$ cat src/hdl/tmr_pkg.sv
// package: register map, field positions, reset values and modes of the 16-bit timer register block
package tmr_pkg;
	localparam logic [7:0] OFF_CNT_HI   = 8'h00;
	localparam logic [7:0] OFF_CNT_LO   = 8'h04;
	localparam logic [7:0] OFF_MA_HI    = 8'h08;
	localparam logic [7:0] OFF_MA_LO    = 8'h0C;
	localparam logic [7:0] OFF_MB_HI    = 8'h10;
	localparam logic [7:0] OFF_MB_LO    = 8'h14;
	localparam logic [7:0] OFF_SNAP_HI  = 8'h18;
	localparam logic [7:0] OFF_SNAP_LO  = 8'h1C;
	localparam logic [7:0] OFF_IRQ_MASK = 8'h20;
	localparam logic [7:0] OFF_IRQ_FLAG = 8'h24;
	localparam logic [7:0] OFF_CTRL     = 8'h28;
	localparam logic [7:0] OFF_ACK      = 8'h2C;
	localparam logic [7:0] OFF_GIE      = 8'h30;
	// field positions shared by mask and flag registers
	localparam int BIT_SNAP  = 5;
	localparam int BIT_MA    = 4;
	localparam int BIT_MB    = 3;
	localparam int BIT_WRAP  = 2;
	localparam logic [7:0] IRQ_BITS_MASK = 8'h3C;
	localparam logic [7:0] MASK_RESET    = 8'h00;
	localparam logic [7:0] FLAG_RESET    = 8'h00;
	// control register fields
	localparam int CTRL_MODE_LSB  = 0;
	localparam int CTRL_RUN       = 4;
	localparam int CTRL_EDGE      = 5;
	localparam int CTRL_FORCE_A   = 6;
	localparam int CTRL_FORCE_B   = 7;
	localparam logic [7:0] CTRL_RESET = 8'h00;
	localparam logic [15:0] MAX_VAL  = 16'hFFFF;
	localparam logic [3:0] MODE_NORMAL   = 4'h0;
	localparam logic [3:0] MODE_CTC_A    = 4'h4;
	localparam logic [3:0] MODE_PFC_SNAP = 4'h8;
	localparam logic [3:0] MODE_PC_SNAP  = 4'hA;
	localparam logic [3:0] MODE_CTC_SNAP = 4'hC;
	localparam logic [3:0] MODE_FAST_SNAP = 4'hE;
endpackage

$ cat src/hdl/tmr_regs.sv
// timer16 register interface: staged 16-bit access, compares, capture and irq flags over apb
//
// Added by the designer: the APB register port and the placing of the registers.
module tmr_regs
	import tmr_pkg::*;
#(
	parameter int CNT_W = 16
) (
	input  wire logic        core_clk,
	input  wire logic        rst,
	input  wire logic        psel,
	input  wire logic        penable,
	input  wire logic        pwrite,
	input  wire logic [7:0]  paddr,
	input  wire logic [31:0] pwdata,
	output logic             pready,
	output logic             pslverr,
	output logic [31:0]      prdata,
	input  wire logic        snapshot_pin,
	input  wire logic        cmp_out,
	input  wire logic        snap_src_cmp,
	output logic             wave_out_a,
	output logic             wave_out_b,
	output logic [3:0]       irq_req
);
	initial begin
		if (CNT_W != 16) $error("tmr_regs: CNT_W must be 16");
	end

	logic [7:0]  stage_reg;
	logic [15:0] count_value_reg;
	logic [15:0] match_reg_a_reg;
	logic [15:0] match_reg_b_reg;
	logic [15:0] snapshot_reg_reg;
	logic [7:0]  timer_irq_mask_reg;
	logic [7:0]  timer_irq_flags_reg;
	logic [7:0]  ctrl_reg;
	logic        gie_reg;
	logic        block_reg;
	logic        match_a_pend_reg;
	logic        match_b_pend_reg;
	logic        pin_d_reg;

	logic        wr;
	logic        rd;
	logic        mapped;
	logic [3:0]  mode;
	logic        snap_is_top;
	logic [15:0] top_val;
	logic        run;
	logic        at_top;
	logic        wrap_evt;
	logic        snap_evt;
	logic        edge_hit;
	logic        cnt_wr;
	logic [3:0]  ack_set;
	logic [3:0]  sw_clr;
	logic [3:0]  evt;
	logic        force_a;
	logic        force_b;

	function automatic logic sel(input logic [7:0] a, input logic [7:0] off);
		return a == off;
	endfunction

	assign wr      = psel && penable && pwrite;
	assign rd      = psel && penable && !pwrite;
	assign pready  = 1'b1;
	assign mapped  = paddr[1:0] == 2'b00 && paddr <= OFF_GIE;
	assign pslverr = psel && penable && !mapped;
	assign mode    = ctrl_reg[CTRL_MODE_LSB +: 4];
	assign run     = ctrl_reg[CTRL_RUN];
	assign snap_is_top = mode == MODE_PFC_SNAP || mode == MODE_PC_SNAP
		|| mode == MODE_CTC_SNAP || mode == MODE_FAST_SNAP;
	assign top_val = snap_is_top ? snapshot_reg_reg
		: (mode == MODE_CTC_A ? match_reg_a_reg : MAX_VAL);
	assign at_top  = count_value_reg == top_val;
	assign cnt_wr  = wr && sel(paddr, OFF_CNT_LO);
	assign force_a = wr && sel(paddr, OFF_CTRL) && pwdata[CTRL_FORCE_A];
	assign force_b = wr && sel(paddr, OFF_CTRL) && pwdata[CTRL_FORCE_B];

	// edge select: one rising, zero falling; pin ignored when capture is top
	assign edge_hit = ctrl_reg[CTRL_EDGE] ? (snapshot_pin && !pin_d_reg)
		: (!snapshot_pin && pin_d_reg);
	assign snap_evt = snap_src_cmp ? 1'b0 : (edge_hit && !snap_is_top);

	// wrap point: max in normal/ctc modes; top otherwise (single-slope simplification)
	assign wrap_evt = run && !cnt_wr && (mode == MODE_NORMAL || mode == MODE_CTC_A
		|| mode == MODE_CTC_SNAP ? count_value_reg == MAX_VAL : at_top);

	always_ff @(posedge core_clk or posedge rst) begin
		if (rst) begin
			pin_d_reg <= 1'b0;
		end else begin
			pin_d_reg <= snap_src_cmp ? cmp_out : snapshot_pin;
		end
	end

	// staging byte: upper write parks here; lower read latches the upper half of the source
	always_ff @(posedge core_clk or posedge rst) begin
		if (rst) begin
			stage_reg <= 8'h00;
		end else if (wr && (sel(paddr, OFF_CNT_HI) || sel(paddr, OFF_MA_HI)
				|| sel(paddr, OFF_MB_HI) || sel(paddr, OFF_SNAP_HI))) begin
			stage_reg <= pwdata[7:0];
		end else if (rd && sel(paddr, OFF_CNT_LO)) begin
			stage_reg <= count_value_reg[15:8];
		end else if (rd && sel(paddr, OFF_SNAP_LO)) begin
			stage_reg <= snapshot_reg_reg[15:8];
		end else if (rd && sel(paddr, OFF_MA_LO)) begin
			stage_reg <= match_reg_a_reg[15:8];
		end else if (rd && sel(paddr, OFF_MB_LO)) begin
			stage_reg <= match_reg_b_reg[15:8];
		end
	end

	// counter: a processor write overrides counting; software should not rewrite it while running
	always_ff @(posedge core_clk or posedge rst) begin
		if (rst) begin
			count_value_reg <= 16'h0000;
		end else if (cnt_wr) begin
			count_value_reg <= {stage_reg, pwdata[7:0]};
		end else if (run) begin
			count_value_reg <= at_top ? 16'h0000 : count_value_reg + 16'h0001;
		end
	end

	always_ff @(posedge core_clk or posedge rst) begin
		if (rst) begin
			match_reg_a_reg <= 16'h0000;
			match_reg_b_reg <= 16'h0000;
		end else begin
			if (wr && sel(paddr, OFF_MA_LO)) begin
				match_reg_a_reg <= {stage_reg, pwdata[7:0]};
			end
			if (wr && sel(paddr, OFF_MB_LO)) begin
				match_reg_b_reg <= {stage_reg, pwdata[7:0]};
			end
		end
	end

	// capture register: snapshot on event, or written as top value when it serves as top
	always_ff @(posedge core_clk or posedge rst) begin
		if (rst) begin
			snapshot_reg_reg <= 16'h0000;
		end else if (wr && sel(paddr, OFF_SNAP_LO) && snap_is_top) begin
			snapshot_reg_reg <= {stage_reg, pwdata[7:0]};
		end else if (snap_evt) begin
			snapshot_reg_reg <= count_value_reg;
		end
	end

	// compare on every cycle while running; a counter write suppresses the match on the next timer clock
	always_ff @(posedge core_clk or posedge rst) begin
		if (rst) begin
			block_reg        <= 1'b0;
			match_a_pend_reg <= 1'b0;
			match_b_pend_reg <= 1'b0;
		end else begin
			block_reg        <= cnt_wr;
			match_a_pend_reg <= run && !cnt_wr && !block_reg
				&& count_value_reg == match_reg_a_reg;
			match_b_pend_reg <= run && !cnt_wr && !block_reg
				&& count_value_reg == match_reg_b_reg;
		end
	end

	// wave outputs toggle on real or forced matches; forced ones never reach the flags
	always_ff @(posedge core_clk or posedge rst) begin
		if (rst) begin
			wave_out_a <= 1'b0;
			wave_out_b <= 1'b0;
		end else begin
			if (match_a_pend_reg || force_a) begin
				wave_out_a <= !wave_out_a;
			end
			if (match_b_pend_reg || force_b) begin
				wave_out_b <= !wave_out_b;
			end
		end
	end

	always_ff @(posedge core_clk or posedge rst) begin
		if (rst) begin
			timer_irq_mask_reg <= MASK_RESET;
			ctrl_reg           <= CTRL_RESET;
			gie_reg            <= 1'b0;
		end else if (wr) begin
			if (sel(paddr, OFF_IRQ_MASK)) begin
				timer_irq_mask_reg <= pwdata[7:0] & IRQ_BITS_MASK;
			end
			if (sel(paddr, OFF_CTRL)) begin
				ctrl_reg <= {2'b00, pwdata[5:0]};
			end
			if (sel(paddr, OFF_GIE)) begin
				gie_reg <= pwdata[0];
			end
		end
	end

	// flag order: snap, match a, match b, wrap; set wins over any clear in the same cycle
	assign evt = {snap_is_top ? (run && at_top) : snap_evt,
		match_a_pend_reg, match_b_pend_reg, wrap_evt};
	assign sw_clr  = (wr && sel(paddr, OFF_IRQ_FLAG)) ? pwdata[5:2] : 4'h0;
	assign ack_set = (wr && sel(paddr, OFF_ACK)) ? pwdata[5:2] : 4'h0;

	always_ff @(posedge core_clk or posedge rst) begin
		if (rst) begin
			timer_irq_flags_reg <= FLAG_RESET;
		end else begin
			timer_irq_flags_reg[5:2] <= evt | (timer_irq_flags_reg[5:2]
				& ~sw_clr & ~ack_set);
			timer_irq_flags_reg[7:6] <= 2'b00;
			timer_irq_flags_reg[1:0] <= 2'b00;
		end
	end

	assign irq_req = gie_reg ? (timer_irq_flags_reg[5:2] & timer_irq_mask_reg[5:2])
		: 4'h0;

	// read data from flops; high-byte reads return the staging byte
	always_ff @(posedge core_clk or posedge rst) begin
		if (rst) begin
			prdata <= 32'h0000_0000;
		end else if (psel && !penable && !pwrite) begin
			case (paddr)
				OFF_CNT_LO:   prdata <= {24'h000000, count_value_reg[7:0]};
				OFF_MA_LO:    prdata <= {24'h000000, match_reg_a_reg[7:0]};
				OFF_MB_LO:    prdata <= {24'h000000, match_reg_b_reg[7:0]};
				OFF_SNAP_LO:  prdata <= {24'h000000, snapshot_reg_reg[7:0]};
				OFF_CNT_HI,
				OFF_MA_HI,
				OFF_MB_HI,
				OFF_SNAP_HI:  prdata <= {24'h000000, stage_reg};
				OFF_IRQ_MASK: prdata <= {24'h000000, timer_irq_mask_reg};
				OFF_IRQ_FLAG: prdata <= {24'h000000, timer_irq_flags_reg};
				OFF_CTRL:     prdata <= {24'h000000, ctrl_reg};
				OFF_GIE:      prdata <= {31'h00000000, gie_reg};
				default:      prdata <= 32'h0000_0000;
			endcase
		end
	end

	property p_block;
		@(posedge core_clk) disable iff (rst)
		cnt_wr |=> !match_a_pend_reg && !match_b_pend_reg;
	endproperty
	a_block: assert property (p_block) else $error("match not blocked after counter write");

	property p_match_a;
		@(posedge core_clk) disable iff (rst)
		match_a_pend_reg |=> timer_irq_flags_reg[BIT_MA];
	endproperty
	a_match_a: assert property (p_match_a) else $error("compare a flag not set");

	property p_match_b;
		@(posedge core_clk) disable iff (rst)
		(run && !cnt_wr && !block_reg && count_value_reg == match_reg_b_reg)
			|=> ##1 timer_irq_flags_reg[BIT_MB];
	endproperty
	a_match_b: assert property (p_match_b) else $error("compare b flag late");

	property p_force;
		@(posedge core_clk) disable iff (rst)
		(force_a && !match_a_pend_reg && !$past(match_a_pend_reg) && !timer_irq_flags_reg[BIT_MA])
			|=> ##1 (!timer_irq_flags_reg[BIT_MA] || $past(match_a_pend_reg));
	endproperty
	a_force: assert property (p_force) else $error("forced compare set flag");

	property p_irq;
		@(posedge core_clk) disable iff (rst)
		irq_req[3] == (gie_reg && timer_irq_mask_reg[BIT_SNAP] && timer_irq_flags_reg[BIT_SNAP]);
	endproperty
	a_irq: assert property (p_irq) else $error("capture request mismatch");

	property p_clr;
		@(posedge core_clk) disable iff (rst)
		(wr && sel(paddr, OFF_IRQ_FLAG) && pwdata[BIT_WRAP] && !wrap_evt) |=> !timer_irq_flags_reg[BIT_WRAP];
	endproperty
	a_clr: assert property (p_clr) else $error("wrap flag not cleared");

	property p_reserved;
		@(posedge core_clk) disable iff (rst)
		!timer_irq_flags_reg[1] && !timer_irq_mask_reg[1];
	endproperty
	a_reserved: assert property (p_reserved) else $error("read-only bit 1 set");

	property p_snap;
		@(posedge core_clk) disable iff (rst)
		snap_evt |=> snapshot_reg_reg == $past(count_value_reg) && timer_irq_flags_reg[BIT_SNAP];
	endproperty
	a_snap: assert property (p_snap) else $error("capture not taken");

	property p_top_pin;
		@(posedge core_clk) disable iff (rst)
		snap_is_top |-> !snap_evt;
	endproperty
	a_top_pin: assert property (p_top_pin) else $error("pin active while capture is top");

	property p_cnt_wr;
		@(posedge core_clk) disable iff (rst)
		cnt_wr |=> count_value_reg == {$past(stage_reg), $past(pwdata[7:0])};
	endproperty
	a_cnt_wr: assert property (p_cnt_wr) else $error("counter write not coherent");

	property p_wrap;
		@(posedge core_clk) disable iff (rst)
		wrap_evt |=> timer_irq_flags_reg[BIT_WRAP];
	endproperty
	a_wrap: assert property (p_wrap) else $error("wrap flag not set");

	property p_top_flag;
		@(posedge core_clk) disable iff (rst)
		(snap_is_top && run && at_top) |=> timer_irq_flags_reg[BIT_SNAP];
	endproperty
	a_top_flag: assert property (p_top_flag) else $error("capture flag not set at top");

	property p_ack;
		@(posedge core_clk) disable iff (rst)
		(wr && sel(paddr, OFF_ACK) && pwdata[BIT_MA] && !match_a_pend_reg) |=> !timer_irq_flags_reg[BIT_MA];
	endproperty
	a_ack: assert property (p_ack) else $error("vector ack did not clear flag");

	property p_mask_bits;
		@(posedge core_clk) disable iff (rst)
		(timer_irq_mask_reg & ~IRQ_BITS_MASK) == 8'h00;
	endproperty
	a_mask_bits: assert property (p_mask_bits) else $error("unused mask bit set");

	property p_ma_wr;
		@(posedge core_clk) disable iff (rst)
		(wr && sel(paddr, OFF_MA_LO)) |=> match_reg_a_reg == {$past(stage_reg), $past(pwdata[7:0])};
	endproperty
	a_ma_wr: assert property (p_ma_wr) else $error("compare write not coherent");

	property p_stage;
		@(posedge core_clk) disable iff (rst)
		(wr && sel(paddr, OFF_CNT_HI)) |=> stage_reg == $past(pwdata[7:0]);
	endproperty
	a_stage: assert property (p_stage) else $error("upper byte not staged");

	property p_snap_rd;
		@(posedge core_clk) disable iff (rst)
		(rd && sel(paddr, OFF_SNAP_LO)) |=> stage_reg == $past(snapshot_reg_reg[15:8]);
	endproperty
	a_snap_rd: assert property (p_snap_rd) else $error("capture upper byte not latched");

	property p_match_b_flag;
		@(posedge core_clk) disable iff (rst)
		match_b_pend_reg |=> timer_irq_flags_reg[BIT_MB];
	endproperty
	a_match_b_flag: assert property (p_match_b_flag) else $error("compare b flag not set");


	c_match_a: cover property (@(posedge core_clk) disable iff (rst) match_a_pend_reg);
	c_wrap:    cover property (@(posedge core_clk) disable iff (rst) wrap_evt);
	c_snap:    cover property (@(posedge core_clk) disable iff (rst) snap_evt);
	c_irq:     cover property (@(posedge core_clk) disable iff (rst) |irq_req);
	c_force:   cover property (@(posedge core_clk) disable iff (rst) force_a);
endmodule

$ cat config.mk
export PLATFORM = sky130hd
export DESIGN_NAME = tmr_regs
export DESIGN_NICKNAME = d
export VERILOG_FILES = /design/src/hdl/tmr_pkg.sv /design/src/hdl/tmr_regs.sv
export SDC_FILE = /design/constraint.sdc
export NUM_CORES = 1
export LEC_CHECK = 0
export ABC_AREA = 1
export BUFFER_PORTS_ARGS = -buffer_cell sky130_fd_sc_hd__buf_2
export CAP_MARGIN = 5
export CORE_ASPECT_RATIO = 1.75
export CORE_UTILIZATION = 59
export DETAILED_ROUTE_END_ITERATION = 16
export PLACE_DENSITY = 0.81
export SYNTH_ARGS = -nofsm -noshare
export SYNTH_HDL_FRONTEND = slang
export SYNTH_SLANG_ARGS = --single-unit
$ cat constraint.sdc
create_clock -name core_clk -period 4.3 [get_ports core_clk]
set_input_delay 1.29 -clock core_clk [delete_from_list [all_inputs] [get_ports core_clk]]
set_output_delay 1.29 -clock core_clk [all_outputs]
set_load 0.05 [all_outputs]
==> out/results.tsv, run 1 <==
stage	metric	value	unit
floorplanning	Starting Density	60.2	%
min_path	Hold EP	match_a_pend_reg	
routing	DRT antenna net count	0	
layout	post-route cell area	7170	um2
synth	synth warn	0	
routing	vias per cell	5.97	
clocking	setup repair bufs after CTS	0	
floorplanning	DIE AREA	11700	um2
setup_path	Crit path max-delay family	simple AND/OR/NAND/NOR gates	
floorplanning	Core Box Area	11000	um2
layout	most frequent cells in the layout	nand2_1 (275), inv_1 (127), dfrtp_1 (101)	
setup_path	Reg-to-Reg Start	ctrl_reg[3]	
sta	final hold vios	0	
floorplanning	IO Pins	88	
clocking	Worst-path clk slew	70	ps
synth	Netlist Area Pre-Place	6650	um2
sta	fin crit share	87.3	%
pwr	cell area power density	310	nW/um2
synth	#FFs+latches synth	101	
routing	wire per inst	19.0	um
setup_path	max incr delay on CP	200	ps
placed_design	cell area after placement	6830	um2
min_path	worst min path class	flop to flop	
clocking	CTS H-Tree Depth	3	
sta	worst slew pin tran	778	ps
setup_path	worst setup path class	primary input to primary output	
layout	fraction of layout instances using a drive strength above 1	9.30	%
clocking	clk_lat worst skew	360	ps
global_routing	grt total ovfl	0	
min_path	Hold Crit Depth	1	
routing	DRT Pass-1 Iters	5	
routing	# DRC	0	
layout	filler-free cell count of the finished design	1121	
layout	number of antenna diodes	0	
placed_design	Port Buffers	38	
setup_path	Worst Reg-to-Reg Cells	10	
run_status	status	finished, final reports clean	
setup_path	Arr. time, crit path	2460	ps
synth	share of the synthesized area in the top cell type	38.0	%
floorplanning	# rows	51	
setup_path	Worst Path Required	3010	ps
placed_design	pre-CTS setup slack	585	ps
routing	DR vias	6695	
synth	Synth cell types	38	
sta	final setup vio count	0	
layout	multi-input logic area	3360	um2
setup_path	reg-to-reg endpoint	count_value_reg[11]	
global_routing	Total GRT Usage	40.0	%
placed_design	DP HPWL	15900	um
synth	Synth area leader	dfrtp_1	
sta	RSZ-0062 raised after global routing	false	
global_routing	first-pass GRT wire length	33500	um
min_path	beginning of the worst hold path	block_reg	
global_routing	largest net degree at the start of global routing	63	
setup_path	setup slack, reg-to-reg	2120	ps
layout	NumNets Final	1034	
clocking	clk sink count	101	
pwr	Lkg Pwr	0.00349	uW
layout	register area	2530	um2
clocking	hold_buf cts	0	
setup_path	critical path cell sequence	buf_2, inv_1, nand2_1, nor2_1, inv_1, nor2_1, nand2_1, o21ai_0, nand2_1, nand3_1, inv_1, buf_2	
clocking	Num CTS Buffers	9	
synth	Avg Inst Size Synth	6.94	um2
layout	Fillers	1055	
floorplanning	die width	82.3	um
sta	TNS Setup	0	ps
setup_path	Critical Path Source Type	primary input	
placed_design	placed insts	1106	
sta	final max-slew violation count	0	
layout	most common cell after layout, fill and taps aside	nand2_1	
global_routing	vias in the first global route	6407	
sta	setup ws final	545	ps
run	Max-Cap Viols	0	
global_routing	initial antenna violation count	0	
setup_path	critical path's slowest cell	buf_2	
setup_path	Crit. End Element	primary output	
layout	Layout area overhead	7.75	%
setup_path	CP bufs+invs	5	
synth	largest cells by area after synthesis	dfrtp_1 (38%), nand2_1 (16%), inv_1 (7.2%)	
clocking	maximum clock insertion buffer count	2	
floorplanning	chip height	142	um
sta	Max Fclk	266	MHz
clocking	Post-CTS Resized	0	
sta	max_slew headroom	48.2	%
clocking	Clock Tree Root	clkbuf_16	
synth	Mapped Cells	958	
setup_path	worst-path maximum fanout	3	
sta	Period minus WS final	3750	ps
clocking	clock tree from TritonCTS	done	
routing	final WL	21300	um
sta	Clock Skews	10.9	ps
routing	initial DRC count	675	
synth	sequential area share after synthesis	38.0	%
placed_design	Final Wtd Congestion	1.02	
pwr	worst vdd rail ir drop	0.240	mV
==> worst max-delay path by stage <==
stage / start / end / cells after the start / slack, ps
after floorplan: rst / block_reg / 1 / 360
final: paddr[0] / pslverr / 12 / 550
after detailed placement: paddr[0] / pslverr / 12 / 580
after global routing: paddr[1] / pslverr / 12 / 410
after CTS: paddr[0] / pslverr / 12 / 570
after global placement: paddr[0] / pslverr / 12 / 580
==> layer usage <==
metal / part of all wire (%) / vias to the layer above / wire length [um] / track usage [%]
met3: 7.0 / 130 / 1490 / 6.86
met1: 34 / 3091 / 7260 / 44.4
li1: - / 3085 / - / -
met5: 0 / - / 0 / 0
met2: 49 / 389 / 10400 / 64.5
met4: 10 / 0 / 2170 / 33.5
==> synthesized netlist by cell type (all sizes together) <==
cell     count
xor2        18
nor3        27
o2111ai      1
a41oi        1
inv        130
o211ai       4
clkinv       4
xnor2        9
ha           1
conb         2
nand2      288
o221ai      18
o21bai       1
o22ai       28
nand4       13
clkbuf      16
nand3b       4
a21oi       15
buf         37
nand3       50
o21ai       94
nor3b        2
a22oi        1
or2          1
nor2        92
dfrtp      101
==> worst reg2reg max path, stage by stage, from the launching register on <==
cell	delay [ps]
dfrtp_1	500
nor2_4	420
nand3_1	160
nand3_1	100
nand2_1	100
nor2_1	140
nand2_1	80
nor2_2	160
nand3b_4	220
nand2_1	130
nand2_1	60
==> stage by stage <==
stage | power (uW) | hold WS (ps) | utilization [%]
3_3_place_gp | 1290 | 432 | 61.9
5_1_grt | 2280 | 471 | 64.9
2_1_floorplan | 1230 | 410 | -
4_1_cts | 2220 | 449 | 64.9
6_report | 2220 | 452 | 64.9
3_5_place_dp | 1290 | 440 | 61.9
==> cells by family (layout without fill, tap and decap cells) <==
family,Yosys count,count (layout),synth area share (%)
AOI/OAI and AO/OA,163,163,14.1
xor gates and xnor gates,27,27,3.56
adders and majority gates,1,1,0.188
buffers and inverters,187,195,12.7
DFF,101,101,38.0
other,2,25,0.113
and+or+nand+nor,477,477,31.3
==> power breakdown <==
part | leakage, uW | internal [uW] | total, uW | switching [uW]
sequential | 0.00138 | 975 | 1000 | 26.2
clock | 0.000162 | 567 | 936 | 369
combinational | 0.00195 | 62.7 | 281 | 218
==> cell type report <==
type / count / area share, %
Multi-Input combinational cell: 693 / 46.9
Sequential cell: 101 / 35.3
Inverter: 134 / 7.12
Timing Repair Buffer: 46 / 3.67
Clock buffer: 9 / 3.14
Tap cell: 132 / 2.30
Clock inverter: 6 / 1.55
(Power assumes the default switching activity.)
==> run 2, diff against run 1 <==
--- a/config.mk
+++ b/config.mk
@@ -11,7 +11,7 @@
 export CORE_ASPECT_RATIO = 1.75
 export CORE_UTILIZATION = 59
 export DETAILED_ROUTE_END_ITERATION = 16
-export PLACE_DENSITY = 0.81
+export PLACE_DENSITY = 0.88
 export SYNTH_ARGS = -nofsm -noshare
 export SYNTH_HDL_FRONTEND = slang
 export SYNTH_SLANG_ARGS = --single-unit
==> out/results.tsv, run 2 (synthesis results as in run 1) <==
stage	metric	value	unit	change
run_status	status	finished, final reports clean		
pwr	worst vdd rail ir drop	0.232	mV	-3.2%
pwr	cell area power density	299	nW/um2	-3.3%
layout	NumNets Final	1036		+0.19%
floorplanning	IO Pins	88		unchanged
clocking	clk sink count	101		unchanged
floorplanning	DIE AREA	11700	um2	unchanged
routing	vias per cell	6.04		+1.1%
clocking	Num CTS Buffers	9		unchanged
clocking	hold_buf cts	0		unchanged
pwr	internal power	1500	uW	-6.4%
global_routing	first-pass GRT wire length	34600	um	+3.4%
clocking	clock tree from TritonCTS	done		
layout	number of antenna diodes	0		unchanged
sta	Max Fclk	268	MHz	+0.51%
global_routing	initial antenna violation count	0		unchanged
setup_path	Worst Reg-to-Reg Cells	9		-1
pwr	Net Switching	638	uW	+3.9%
sta	max_slew headroom	57.6	%	+9.4 points
placed_design	DP HPWL	16300	um	+2.2%
setup_path	Arr. time, crit path	2450	ps	about the same
routing	DRT Pass-1 Iters	9		+4
sta	worst slew pin tran	629	ps	-148 ps
sta	hold_ws	472	ps	+19.6 ps
placed_design	placed insts	1108		+0.18%
sta	TNS Setup	0	ps	unchanged
setup_path	Critical Path Source Type	primary input		
global_routing	Total GRT Usage	41.3	%	+1.3 points
global_routing	vias in the first global route	6510		+1.6%
clocking	CTS H-Tree Depth	3		unchanged
placed_design	Port Buffers	38		unchanged
sta	final max-slew violation count	0		unchanged
sta	Period minus WS final	3740	ps	-18.9 ps
sta	RSZ-0062 raised after global routing	false		
floorplanning	Starting Density	60.2	%	unchanged
run	Max-Cap Viols	0		unchanged
layout	fraction of layout instances using a drive strength above 1	9.48	%	+0.17 points
routing	# DRC	0		unchanged
setup_path	worst setup path class	primary input to primary output		
pwr	switching portion of total power	29.8	%	+2.1 points
sta	final setup vio count	0		unchanged
pwr	Lkg Pwr	0.00349	uW	about the same
layout	filler-free cell count of the finished design	1124		+0.27%
global_routing	largest net degree at the start of global routing	60		-4.8%
pwr	clock group share of total power	40.2	%	-2.0 points
routing	DR vias	6788		+1.4%
global_routing	grt total ovfl	0		unchanged
layout	most common cell after layout, fill and taps aside	nand2_1		
sta	Clock Skews	11.8	ps	+0.919 ps
clocking	setup repair bufs after CTS	0		unchanged
routing	initial DRC count	714		+5.8%
pwr	combinational share of power	13.0	%	+0.3 points
floorplanning	# rows	51		unchanged
layout	multi-input logic area	3360	um2	unchanged
layout	Fillers	1011		-4.2%
setup_path	critical path's slowest cell	buf_2		
sta	fin crit share	86.9	%	-0.44 points
routing	final WL	21700	um	+1.8%
pwr	Reg power frac	46.8	%	+1.7 points
clocking	Clock Tree Root	clkbuf_16		
min_path	worst min path class	flop to flop		
layout	register area	2530	um2	unchanged
setup_path	Crit. End Element	primary output		
min_path	Hold Crit Depth	1		unchanged
setup_path	Worst Path Required	3010	ps	about the same
clocking	clk_lat worst skew	360	ps	about the same
setup_path	worst-path maximum fanout	3		unchanged
floorplanning	chip height	142	um	unchanged
placed_design	Final Wtd Congestion	1.00		-1.4%
layout	Layout area overhead	7.54	%	
routing	DRT antenna net count	0		unchanged
clocking	Worst-path clk slew	80	ps	about the same
setup_path	max incr delay on CP	200	ps	about the same
layout	most frequent cells in the layout	nand2_1 (275), inv_1 (127), dfrtp_1 (101)		
clocking	maximum clock insertion buffer count	2		unchanged
sta	final hold vios	0		unchanged
clocking	Post-CTS Resized	0		unchanged
floorplanning	die width	82.3	um	unchanged
floorplanning	Core Box Area	11000	um2	unchanged
routing	wire per inst	19.3	um	+1.5%
setup_path	critical path cell sequence	buf_2, inv_1, nand2_1, nor2_1, inv_1, nor2_1, nand2_1, o21ai_0, nand2_1, nand3_1, inv_1, buf_2		
==> run 2: worst paths after layout <==
path                            slack, ps               start             endpoint
worst max-delay path                  560            paddr[0]              pslverr
worst min register to register        470          wave_out_b           wave_out_b
worst max register to register       2040  count_value_reg[3]  count_value_reg[10]
max in group asynchronous            2600                 rst  snapshot_reg_reg[8]
min in group asynchronous             970                 rst           wave_out_b
worst min-delay path                  470          wave_out_b           wave_out_b
==> run 2: routing by layer <==
metal | wire length [um] | GRT usage (%)
met4 | 2400 | 36.1
met5 | 0 | 0
met1 | 7270 | 45.2
met2 | 10500 | 64.9
met3 | 1560 | 9.68
==> run 2: layout make-up <==
cell class / instances / share of cell area [%]
flip-flops and latches: 101 / 35.3
multi-input cells: 693 / 47.0
clock inverters: 6 / 1.10
inverters: 134 / 7.14
repair buffers: 48 / 3.88
well taps: 132 / 2.31
clock buffers: 10 / 3.20
==> run 2: per-stage QoR <==
step | utilization [%] | worst slack [ps] | total power (uW) | cell area [um2]
finish | 64.8 | 564 | 2140 | 7150
detailed placement | 62.0 | 584 | 1290 | 6840
floorplan | - | 363 | 1230 | 6740
global placement | 62.0 | 588 | 1290 | 6840
CTS | 64.8 | 576 | 2130 | 7150
global route | 64.8 | 417 | 2200 | 7150
==> run 2: worst max-delay path: cells and delay by family <==
kind	cells	cell delay (ps)
simple gates	6	600
buf+inv	5	480
compound gates	1	90
==> run 2: power by group through the flow <==
stage	Sequential, uW	Clock (uW)	Combinational, uW
2_1_floorplan	1040	0	189
3_3_place_gp	1020	0	268
3_5_place_dp	1020	0	271
4_1_cts	1000	861	273
5_1_grt	1000	900	300
6_report	1000	860	278
